`src/include/clk_ctl_pkg.sv`:
```
// Package of constants and types for the PLL clock control unit.
package clk_ctl_pkg;
  // -----------------------------------------------------------------
  // Register map
  // -----------------------------------------------------------------
  localparam logic [11:0] PLL_CFG_OFFSET = 12'h000;
  localparam logic [11:0] STATUS_OFFSET = 12'h004;
  localparam logic [11:0] CTRL_OFFSET = 12'h008;
  // -----------------------------------------------------------------
  // Field positions of the PLL configuration register
  // -----------------------------------------------------------------
  localparam int FB_DIV_LSB = 0;
  localparam int FB_DIV_W = 6;
  localparam int MEM_DIV_LSB = 8;
  localparam int MEM_DIV_W = 8;
  localparam int CHANGE_BIT = 16;
  localparam int CHAR_SEL_LSB = 20;
  // Status fields.
  localparam int ST_LOCK_BIT = 0;
  localparam int ST_STABLE_BIT = 1;
  localparam int ST_TEST_BIT = 2;
  localparam int ST_WMR_BIT = 3;
  // Control fields.
  localparam int CTRL_CLAMP_BIT = 0;
  // -----------------------------------------------------------------
  // Reset values and limits
  // -----------------------------------------------------------------
  localparam logic [5:0] FB_DIV_RESET = 6'h07;
  localparam logic [5:0] FB_DIV_MIN = 6'h07;
  localparam logic [7:0] MEM_DIV_RESET = 8'h08;
  localparam logic [31:0] PLL_CFG_RESET = 32'h0000_0807;
  localparam logic [31:0] READ_ZERO = 32'h0000_0000;
  // -----------------------------------------------------------------
  // Timing
  // -----------------------------------------------------------------
  localparam int CLK_PERIOD_NS = 8;
  localparam int LOCK_TIME_NS = 100000;
  localparam int LOCK_CYCLES = (LOCK_TIME_NS + CLK_PERIOD_NS - 1) / CLK_PERIOD_NS;
  localparam int REF_DIV = 4;
  // -----------------------------------------------------------------
  // Clock source selection and lock sequencer
  // -----------------------------------------------------------------
  typedef enum logic [1:0] {
    SRC_VCO = 2'h0,
    SRC_REF = 2'h1,
    SRC_BYPASS = 2'h2,
    SRC_STRETCH = 2'h3
  } src_sel_t;
  typedef enum logic [1:0] {
    ST_RESET = 2'b00,
    ST_LOCKING = 2'b01,
    ST_LOCKED = 2'b11
  } lock_state_t;
endpackage

```
`src/design/clk_ctl_unit.sv`:
```
// PLL clock control unit: dividers, source select, test pins, reset handshake.
//
// The implementer's own choices: the register offsets and register access over AHB-Lite.
`timescale 1ns/1ps
// Contract
// - test-mode pin enables pin-driven controls
// - drive two-bit characterization output
// - test mode takes feedback divider from pins
// - test mode takes memory divider from pins
// - test mode resets PLL from pin
// - test mode passes clamp pin through
// - select picks one of four clock sources
// - stretch clock while stretch input high
// - stop inputs present, no effect
// - PLL held in reset, then locks
// - generate ref/core sync pulses
// - forward buffered reference clock
// - assert stable after lock completes
// - change indication from change field only
// - warm-reset preparation input accepted
// - cluster hold low forces clock low
// - core and memory from independent dividers
// - divide-by-four and two phase signals
// - no fixed reference phase assumed
// - feedback divider is value minus one
module clk_ctl_unit
  import clk_ctl_pkg::*;
#(
  parameter int LOCK_COUNT = LOCK_CYCLES
) (
  input wire logic clk,
  input wire logic rst_n,
  input wire logic pll_rst_n,
  input wire logic haddr_sel,
  input wire logic hsel,
  input wire logic [31:0] haddr,
  input wire logic [1:0] htrans,
  input wire logic hwrite,
  input wire logic [2:0] hsize,
  input wire logic [31:0] hwdata,
  input wire logic hready,
  output logic [31:0] hrdata,
  output logic hreadyout,
  output logic hresp,
  input wire logic test_mode_pin,
  input wire logic [5:0] test_feedback_divider_in,
  input wire logic [7:0] test_mem_divider_in,
  input wire logic test_pll_rst_n_pin,
  input wire logic clamp_filter_pin,
  output logic [1:0] pll_char_out,
  output logic pll_clamp_filter,
  input wire logic core_domain_stop,
  input wire logic io_domain_stop,
  input wire logic stop_override,
  input wire logic [1:0] src_select,
  input wire logic core_bypass_clock,
  input wire logic mem_bypass_clock,
  input wire logic clk_stretch,
  input wire logic ref_clock,
  input wire logic wmr_prepare,
  input wire logic cluster_hold_n,
  output logic core_clock_out,
  output logic memory_clock,
  output logic io_phase,
  output logic io_half_rate_clock,
  output logic ref_core_sync,
  output logic core_ref_sync,
  output logic ref_clock_buf,
  output logic sync_stable,
  output logic div_change,
  output logic [5:0] feedback_divider,
  output logic [7:0] mem_divider,
  output logic pll_in_reset
);
  initial begin
    if (LOCK_COUNT < 1) begin
      $error("LOCK_COUNT must be at least one");
    end
  end

  // -----------------------------------------------------------------
  // Pin synchronisers
  // -----------------------------------------------------------------
  // Pins are asynchronous, so every pin except src_select and the unused inputs passes two flops first.
  localparam int PW = 24;
  logic [PW-1:0] pin_raw;
  logic [PW-1:0] pin_s1_q;
  logic [PW-1:0] pin_s2_q;
  assign pin_raw = {test_mode_pin, test_feedback_divider_in, test_mem_divider_in, test_pll_rst_n_pin,
                    clamp_filter_pin, wmr_prepare, cluster_hold_n, ref_clock, mem_bypass_clock,
                    core_bypass_clock, clk_stretch, pll_rst_n};
  always_ff @(posedge clk or negedge rst_n) begin
    if (!rst_n) begin
      pin_s1_q <= '0;
      pin_s2_q <= '0;
    end else begin
      pin_s1_q <= pin_raw;
      pin_s2_q <= pin_s1_q;
    end
  end
  logic test_mode;
  logic [5:0] pin_fb;
  logic [7:0] pin_mem;
  logic pin_trst_n;
  logic pin_clamp;
  logic wmr_s;
  logic hold_n_s;
  logic ref_s;
  logic mem_byp_s;
  logic core_byp_s;
  logic stretch_s;
  logic pll_rst_n_s;
  assign {test_mode, pin_fb, pin_mem, pin_trst_n, pin_clamp, wmr_s, hold_n_s, ref_s, mem_byp_s,
          core_byp_s, stretch_s, pll_rst_n_s} = pin_s2_q;

  // -----------------------------------------------------------------
  // AHB-Lite slave
  // -----------------------------------------------------------------
  logic [31:0] pll_cfg_q;
  logic clamp_sw_q;
  logic wr_pend_q;
  logic [11:0] addr_q;
  logic lock_q;
  logic stable_q;
  logic wmr_q;
  logic accept;
  assign accept = hsel && hready && htrans[1];
  // Address phase is captured; writes land in the data phase, zero wait.
  always_ff @(posedge clk or negedge rst_n) begin
    if (!rst_n) begin
      wr_pend_q <= 1'b0;
      addr_q <= 12'h000;
    end else begin
      wr_pend_q <= accept && hwrite;
      if (accept) begin
        addr_q <= haddr[11:0];
      end
    end
  end
  // Configuration and control registers.
  always_ff @(posedge clk or negedge rst_n) begin
    if (!rst_n) begin
      pll_cfg_q <= PLL_CFG_RESET;
      clamp_sw_q <= 1'b0;
    end else if (wr_pend_q) begin
      if (addr_q == PLL_CFG_OFFSET) begin
        pll_cfg_q <= hwdata;
      end else if (addr_q == CTRL_OFFSET) begin
        clamp_sw_q <= hwdata[CTRL_CLAMP_BIT];
      end
    end
  end
  // Read data is registered so hrdata comes from a flop; unmapped reads zero.
  always_ff @(posedge clk or negedge rst_n) begin
    if (!rst_n) begin
      hrdata <= READ_ZERO;
    end else if (accept && !hwrite) begin
      unique case (haddr[11:0])
        PLL_CFG_OFFSET: hrdata <= pll_cfg_q;
        STATUS_OFFSET: hrdata <= {28'h000_0000, wmr_q, test_mode, stable_q, lock_q};
        CTRL_OFFSET: hrdata <= {31'h0000_0000, clamp_sw_q};
        default: hrdata <= READ_ZERO;
      endcase
    end
  end
  assign hreadyout = 1'b1;
  assign hresp = 1'b0;

  // -----------------------------------------------------------------
  // Divider selection
  // -----------------------------------------------------------------
  // Test mode hands the dividers, PLL reset and clamp to the pins.
  logic [5:0] fb_sel;
  logic [7:0] mem_sel;
  logic pll_rst_req;
  always_comb begin
    fb_sel = test_mode ? pin_fb : pll_cfg_q[FB_DIV_LSB +: FB_DIV_W];
    mem_sel = test_mode ? pin_mem : pll_cfg_q[MEM_DIV_LSB +: MEM_DIV_W];
    // Values below the minimum are clamped; field holds divide minus one.
    if (fb_sel < FB_DIV_MIN) begin
      fb_sel = FB_DIV_MIN;
    end
    pll_rst_req = !pll_rst_n_s || (test_mode && !pin_trst_n);
  end
  always_ff @(posedge clk or negedge rst_n) begin
    if (!rst_n) begin
      feedback_divider <= FB_DIV_RESET;
      mem_divider <= MEM_DIV_RESET;
      pll_clamp_filter <= 1'b0;
      pll_char_out <= 2'b00;
      pll_in_reset <= 1'b1;
    end else begin
      feedback_divider <= fb_sel;
      mem_divider <= mem_sel;
      pll_clamp_filter <= test_mode ? pin_clamp : clamp_sw_q;
      // Meaningful only in test mode; otherwise driven low.
      pll_char_out <= test_mode ? {lock_q, pll_cfg_q[CHAR_SEL_LSB]} : 2'b00;
      pll_in_reset <= pll_rst_req;
    end
  end

  // -----------------------------------------------------------------
  // Lock sequencer
  // -----------------------------------------------------------------
  lock_state_t state_q;
  logic [31:0] lock_cnt_q;
  always_ff @(posedge clk or negedge rst_n) begin
    if (!rst_n) begin
      state_q <= ST_RESET;
      lock_cnt_q <= 32'h0000_0000;
    end else if (pll_rst_req) begin
      state_q <= ST_RESET;
      lock_cnt_q <= 32'h0000_0000;
    end else begin
      unique case (state_q)
        ST_RESET: state_q <= ST_LOCKING;
        ST_LOCKING: begin
          lock_cnt_q <= lock_cnt_q + 32'h0000_0001;
          if (lock_cnt_q == 32'(LOCK_COUNT - 1)) begin
            state_q <= ST_LOCKED;
          end
        end
        ST_LOCKED: state_q <= ST_LOCKED;
        default: state_q <= ST_RESET;
      endcase
    end
  end
  // Stable after lock; warm-reset preparation drops it so clocks re-qualify.
  always_ff @(posedge clk or negedge rst_n) begin
    if (!rst_n) begin
      lock_q <= 1'b0;
      stable_q <= 1'b0;
      wmr_q <= 1'b0;
      sync_stable <= 1'b0;
      div_change <= 1'b0;
    end else begin
      lock_q <= state_q == ST_LOCKED;
      stable_q <= lock_q && state_q == ST_LOCKED;
      wmr_q <= wmr_s;
      sync_stable <= stable_q && !wmr_s && !pll_rst_req && state_q == ST_LOCKED;
      div_change <= pll_cfg_q[CHANGE_BIT];
    end
  end

  // -----------------------------------------------------------------
  // Clock generation
  // -----------------------------------------------------------------
  // Core and memory derive from one source through separate counters.
  logic [7:0] core_cnt_q;
  logic [7:0] mem_cnt_q;
  logic [1:0] io_cnt_q;
  logic core_tgl_q;
  logic mem_tgl_q;
  logic core_tick;
  assign core_tick = core_cnt_q == 8'h00;
  always_ff @(posedge clk or negedge rst_n) begin
    if (!rst_n) begin
      core_cnt_q <= 8'h00;
      core_tgl_q <= 1'b0;
      io_cnt_q <= 2'b00;
    end else begin
      core_cnt_q <= core_tick ? {2'b00, feedback_divider} : core_cnt_q - 8'h01;
      if (core_tick) begin
        core_tgl_q <= !core_tgl_q;
        if (!core_tgl_q) begin
          io_cnt_q <= io_cnt_q + 2'b01;
        end
      end
    end
  end
  always_ff @(posedge clk or negedge rst_n) begin
    if (!rst_n) begin
      mem_cnt_q <= 8'h00;
      mem_tgl_q <= 1'b0;
    end else if (mem_cnt_q == 8'h00) begin
      mem_cnt_q <= {1'b0, mem_divider[7:1]};
      mem_tgl_q <= !mem_tgl_q;
    end else begin
      mem_cnt_q <= mem_cnt_q - 8'h01;
    end
  end
  // Source mux; core and memory bypass clocks come from the tester.
  logic core_src;
  logic mem_src;
  always_comb begin
    core_src = 1'b0;
    mem_src = 1'b0;
    unique case (src_sel_t'(src_select))
      SRC_VCO: begin
        core_src = core_tgl_q;
        mem_src = mem_tgl_q;
      end
      SRC_REF: begin
        core_src = ref_s;
        mem_src = ref_s;
      end
      SRC_BYPASS: begin
        core_src = core_byp_s;
        mem_src = mem_byp_s;
      end
      SRC_STRETCH: begin
        core_src = core_tgl_q && !stretch_s;
        mem_src = mem_tgl_q && !stretch_s;
      end
    endcase
  end
  // Stop inputs are provisional and deliberately unused.
  // Edges are taken from the internal loop; no phase to the reference is assumed.
  always_ff @(posedge clk or negedge rst_n) begin
    if (!rst_n) begin
      core_clock_out <= 1'b0;
      memory_clock <= 1'b0;
      io_phase <= 1'b0;
      io_half_rate_clock <= 1'b0;
      ref_clock_buf <= 1'b0;
    end else begin
      core_clock_out <= hold_n_s && core_src;
      memory_clock <= hold_n_s && mem_src;
      io_phase <= hold_n_s && io_cnt_q[1];
      io_half_rate_clock <= hold_n_s && io_cnt_q[0];
      ref_clock_buf <= ref_s;
    end
  end

  // -----------------------------------------------------------------
  // Sync pulses
  // -----------------------------------------------------------------
  // One-cycle pulses on each reference rising and falling edge.
  logic ref_d_q;
  always_ff @(posedge clk or negedge rst_n) begin
    if (!rst_n) begin
      ref_d_q <= 1'b0;
      ref_core_sync <= 1'b0;
      core_ref_sync <= 1'b0;
    end else begin
      ref_d_q <= ref_s;
      ref_core_sync <= ref_s && !ref_d_q;
      core_ref_sync <= !ref_s && ref_d_q;
    end
  end
endmodule

```
`config.mk`:
```
export PLATFORM = sky130hd
export DESIGN_NAME = clk_ctl_unit
export DESIGN_NICKNAME = d
export VERILOG_FILES = /design/src/include/clk_ctl_pkg.sv /design/src/design/clk_ctl_unit.sv
export SDC_FILE = /design/constraint.sdc
export NUM_CORES = 1
export LEC_CHECK = 0
export BUFFER_PORTS_ARGS = -buffer_cell sky130_fd_sc_hd__buf_2
export CORE_ASPECT_RATIO = 1.25
export CORE_UTILIZATION = 45
export CTS_CLUSTER_DIAMETER = 50
export DETAILED_ROUTE_END_ITERATION = 10
export PLACE_DENSITY_LB_ADDON = 0.05
export SETUP_SLACK_MARGIN = 0.05
export SYNTH_ARGS = -nofsm -noshare
export SYNTH_HDL_FRONTEND = slang
export SYNTH_SLANG_ARGS = --single-unit
```
`constraint.sdc`:
```
create_clock -name clk -period 5.1 [get_ports clk]
set_input_delay 1.02 -clock clk [delete_from_list [all_inputs] [get_ports clk]]
set_output_delay 1.02 -clock clk [all_outputs]
set_load 0.05 [all_outputs]
```
### After elaboration in Yosys (flattened, before gate mapping)

Index checks and enable logic that the tools add are counted.

* register bits after elaboration: 210
* bits of input ports: 104
* output and inout port bits: 61
* word-level logic and storage cells: 101

* $add $sub $neg: 4
* $lt $le $gt $ge: 1
* eq/ne operators: 10
* multiplexer cells: 15
* bitwise operators: 2
* reductions and logical operators: 38

Operators by type and width (number)
* 32-bit one-hot mux with 3 select lines: 1
* 32-bit 2-to-1 mux: 2
* 32-bit by 1-bit adder with 32-bit output, second input constant: 1
* 32-bit by 14-bit equality test with 1-bit output, second input constant: 1
* 12-bit by 4-bit equality test with 1-bit output, second input constant: 2
* 12-bit logical NOT: 2
* 8-bit 2-to-1 mux: 3
* 1-bit logical AND: 17
* 8-bit logical NOT: 2
* 8-bit by 1-bit subtractor with 8-bit output, second input constant: 2
* 12-bit by 3-bit equality test with 1-bit output, second input constant: 1
* 6-bit 2-to-1 mux: 2
* 1-bit logical NOT: 10
* 1-bit one-hot mux with 4 select lines: 2
* 2-bit equality test, second input constant: 3
* 6-bit by 3-bit < comparator with 1-bit output, second input constant: 1
* 2-bit 2-to-1 mux: 3
* 2-bit one-hot mux with 3 select lines: 1
* 2-bit by 1-bit equality test with 1-bit output, second input constant: 2
* 2-bit logical NOT: 2
* 2-bit AND reduction: 2
* 3-bit inequality test, second input constant: 1
* 3-bit AND reduction: 1
* 2-bit by 1-bit adder with 2-bit output, second input constant: 1
* other kinds (4): 5

### Depth between registers and ports, before layout

* word-level depth: 6
* gate-level depth with buffers: 8
* mapped depth without buffers: 6

### Worst setup path before layout

OpenSTA, ideal clock, no wires.

* kind: input-to-reg
* start point: input htrans[1]
* end point: register hrdata[11]
* setup time: 0.067 ns
* arrival time: 2.335 ns
* required time: 5.033 ns
* slack: 2.698 ns
* stages: 6
* buffers on the path: 2
* cells stage by stage: nand3_1 -> nand2b_1 -> clkbuf_1 -> nor4_4 -> clkbuf_1 -> a22o_1

* longest elaborated chain between the ends: 2

Ends and longest elaborated chain
* start: declaration: line clk_ctl_unit.sv:37 `input wire logic [1:0] htrans,`
* 1-bit logical AND: line clk_ctl_unit.sv:127 `assign accept = hsel && hready && htrans[1];`
* 1-bit logical AND: line clk_ctl_unit.sv:157 `end else if (accept && !hwrite) begin`
* end signal: assignment: line clk_ctl_unit.sv:159 `PLL_CFG_OFFSET: hrdata <= pll_cfg_q;`
* end signal: assignment: line clk_ctl_unit.sv:160 `STATUS_OFFSET: hrdata <= {28'h000_0000, wmr_q, test_mode, stable_q, lock_q};`
* end signal: assignment: line clk_ctl_unit.sv:161 `CTRL_OFFSET: hrdata <= {31'h0000_0000, clamp_sw_q};`
* end: declaration: line clk_ctl_unit.sv:42 `output logic [31:0] hrdata,`

Every way passes these cells.
A chain may end at the register's enable or synchronous reset.

### Worst setup path in the final report

* start point: input htrans[1]
* end point: register hrdata[30]

Same word-level chain as after synthesis.

==> impl_metrics.env <==
export IMPL_status="complete, no violations"
export IMPL_critPathBufInv=2
export IMPL_p_leak_nw=4.65
export IMPL_antenna_found_initial=3
export IMPL_fin_worst_hold_slack_ns=0.343
export IMPL_numCtsBuffers=23
export IMPL_timing_slew_headroom_pct=26.2
export IMPL_viasPerCell=5.41
export IMPL_area_delta_synth_final_pct=20.8
export IMPL_async_flop_share_pct=100
export IMPL_cts_resized=0
export IMPL_netlist_instances=613
export IMPL_grt_pass1_vias=5448
export IMPL_worstPathRequired_ns=5.53
export IMPL_rows=54
export IMPL_dieWidth_um=122
export IMPL_avgRoutedWirePerCell_um=17.2
export IMPL_path_delay_family="simple AND/OR/NAND/NOR gates"
export IMPL_sw_frac_of_total_pct=24.5
export IMPL_p_sw_mw=0.990
export IMPL_fin_ws_ns=2.26
export IMPL_track_usage_pct=18.9
export IMPL_dpl_hpwl_mm=11.2
export IMPL_ys_flop_type="dfrtp_1"
export IMPL_cts_root_buf="clkbuf_16"
export IMPL_layout_drive_gt1_share_pct=31.3
export IMPL_cp_max_fo=35
export IMPL_p_int_mw=3.06
export IMPL_ant_nets=0
export IMPL_cts_setup_buffers=0
export IMPL_p_per_area_nw_per_um2=413
export IMPL_grt_max_degree=134
export IMPL_tightest_slew_ns=1.10
export IMPL_finalNonFillerCells=993
export IMPL_placed_cells=948
export IMPL_synth_edf_count=0
export IMPL_power_frac_seq_pct=47.1
export IMPL_die_h_um=152
export IMPL_cp_end_kind="flop"
export IMPL_maxCapViolations=0
export IMPL_synth_area_um2=8100
export IMPL_clk_pin_slew_worst_paths_ns=0.06
export IMPL_combinationalPowerShare_pct=9.8
export IMPL_power_share_clock_pct=43.1
export IMPL_nFillCells=1499
export IMPL_start_util_pct=46.1
export IMPL_clk_path_buf_depth=3
export IMPL_min_path_type="reg2reg"
export IMPL_yosysSeqAreaShare_pct=65.0
export IMPL_rsz0062_at_grt="no"
export IMPL_grt_ovfl_total=0
export IMPL_setup_viol=0
export IMPL_synth_seq_cells=210
export IMPL_start_kind="primary input"
export IMPL_clock_sinks=210
export IMPL_hold_viol=0
export IMPL_ys_types=48
export IMPL_ys_warn_count=0
export IMPL_crit_path_max_incr_delay_ns=0.81
export IMPL_syn_num_nets=720
export IMPL_dr_pass1_iters=4
export IMPL_arrival_ns=3.28
export IMPL_cp_cell_sequence="buf_2, nand3_1, nand2b_2, nor4_4, buf_4, a22o_1"
export IMPL_num_vias=5376
export IMPL_coreArea_um2=17600
export IMPL_cts_hold_buffers=0
export IMPL_drt_iter0_drc=188
export IMPL_tritoncts="done"
export IMPL_clock_latency_ns=0.51
export IMPL_yosys_top_cells_area="dfrtp_1, mux2_2, a22o_1, dfstp_2, or4_1"
export IMPL_drc_errors=0
export IMPL_crit_type="in2reg"
export IMPL_drv_slew=0
export IMPL_fmax_mhz=352
export IMPL_pre_cts_ws_ns=1.70
export IMPL_fin_tns_setup_ns=0
export IMPL_synth_area_per_cell_um2=13.2
export IMPL_dieArea_um2=18600
export IMPL_slowest_stage="nand2b_2"
export IMPL_grt_pass1_wl_mm=27.9
export IMPL_cts_max_level=1
export IMPL_port_buffers=134
export IMPL_synth_common_cells="dfrtp_1, mux2_2, nand2_1, a22o_1, nor2_1"
export IMPL_fin_crit_ns=2.84
export IMPL_yosys_area_top_type="dfrtp_1"
export IMPL_place_gp_congestion=0.819
export IMPL_layout_nets=856
export IMPL_finalClockSkew_ns=0.0205
export IMPL_pin_count=165
export IMPL_period_share_pct=55.8
export IMPL_irDropWorstVdd_v=0.000230
export IMPL_wl_mm=17.0
export IMPL_synth_top_area_share_pct=62.1
export IMPL_synth_most_common_cell="dfrtp_1"
sequential cells by signal, indices dropped and copies added, names as in the netlist, 2 cells and up:
signal / flops
mem_cnt_q: 8
hrdata: 32
lock_cnt_q: 32
addr_q: 12
pll_char_out: 2
mem_divider: 8
state_q: 2
core_cnt_q: 8
pll_cfg_q: 32
feedback_divider: 6
pin_s1_q: 24
io_cnt_q: 2
pin_s2_q: 24
worst register-to-register path, delay by kind of cell (launching register included):
| family | cells | cell delay [ns] |
|---|---|---|
| and+or+nand+nor | 3 | 1.52 |
| muxes | 1 | 0.45 |
| DFF | 1 | 0.37 |
final cells by class:
type | instances | area, um^2 | area share (%)
clock inverter | 10 | 164 | 1.67
inverter | 17 | 63.8 | 0.652
antenna | 3 | 7.51 | 0.0767
sequential | 210 | 5270 | 53.8
clock buffer | 32 | 639 | 6.53
timing repair buffer | 137 | 714 | 7.30
tap | 224 | 280 | 2.86
multi-input combinational | 360 | 2660 | 27.1
per-stage QoR:
step / utilization (%) / instance area, um^2 / power (mW)
after floorplan: - / 8100 / 2.19
after global placement: 51.1 / 8980 / 2.31
after detailed placement: 51.1 / 8980 / 2.34
after CTS: 55.7 / 9780 / 4.10
after global routing: 55.7 / 9790 / 4.23
final: 55.7 / 9790 / 4.05
layer usage:
layer / global-route usage, % / up-vias / part of all wire, %
li1: - / 2508 / -
met1: 24.8 / 2738 / 44
met4: 6.11 / 0 / 2.3
met2: 31.9 / 100 / 50
met3: 2.93 / 30 / 4.1
met5: 0 / - / 0
final timing paths:
check	startpoint	slack, ns	to	cells after the start
worst max-delay path	htrans[1]	2.26	hrdata[30]$_DFFE_PN0P_	6
worst min-delay path	pin_s1_q[11]$_DFF_PN0_	0.34	pin_s2_q[11]$_DFF_PN0_	0
worst max register to register	addr_q[9]$_DFFE_PN0P_	2.63	pll_cfg_q[28]$_DFFE_PN0P_	4
worst min register to register	pin_s1_q[11]$_DFF_PN0_	0.34	pin_s2_q[11]$_DFF_PN0_	0
max in group asynchronous	rst_n	3.39	feedback_divider[1]$_DFF_PN1_	2
min in group asynchronous	rst_n	0.66	mem_cnt_q[2]$_DFF_PN0_	1
cells by family (layout without fill, tap and decap cells):
group / Yosys count / after routing / share of synthesized area (%)
other: 2 / 5 / 0.0927
buffers and inverters: 43 / 196 / 2.35
XOR/XNOR: 18 / 18 / 1.95
flip-flops: 210 / 210 / 65.0
adder cells (fa/ha/maj): 3 / 3 / 0.463
multiplexers: 72 / 72 / 9.81
AO/OA/AOI/OAI: 89 / 89 / 7.54
AND/OR/NAND/NOR: 176 / 176 / 12.8
power groups by stage:
stage	sequential, mW	clock, mW	combinational [mW]
5_1_grt	1.93	1.86	0.447
6_report	1.91	1.75	0.395
3_3_place_gp	1.93	0	0.386
4_1_cts	1.91	1.79	0.405
3_5_place_dp	1.94	0	0.403
2_1_floorplan	1.97	0	0.221
layout by cell type (no fill, tap or decap), types with 3 or more instances in the layout:
cell type,netlist,routed
nor3_1,8,8
o31ai_1,12,12
nor2_1,27,26
nor4b_1,3,3
o41ai_1,3,3
ha_1,3,3
nand3_1,11,11
a22o_1,28,28
and3_1,4,4
dfrtp_1,201,201
clkbuf_16,0,23
and2_1,7,7
clkinv_2,0,3
or3_1,11,11
xor2_1,11,11
nand4_1,10,10
or4_1,19,19
clkbuf_8,0,4
mux2_2,51,51
nor2b_1,7,7
bufinv_16,0,4
mux2_1,8,8
o21ai_0,16,16
mux2i_1,13,13
nand3b_1,3,3
and4_1,4,4
inv_1,16,16
nor4_1,14,14
clkbuf_1,17,6
diode_2,0,3
xnor2_1,7,7
buf_2,5,133
a21oi_1,24,24
nand2_1,33,33
dfstp_2,9,9
or4b_1,3,3
No activity file was read; power rests on OpenSTA's default activity.
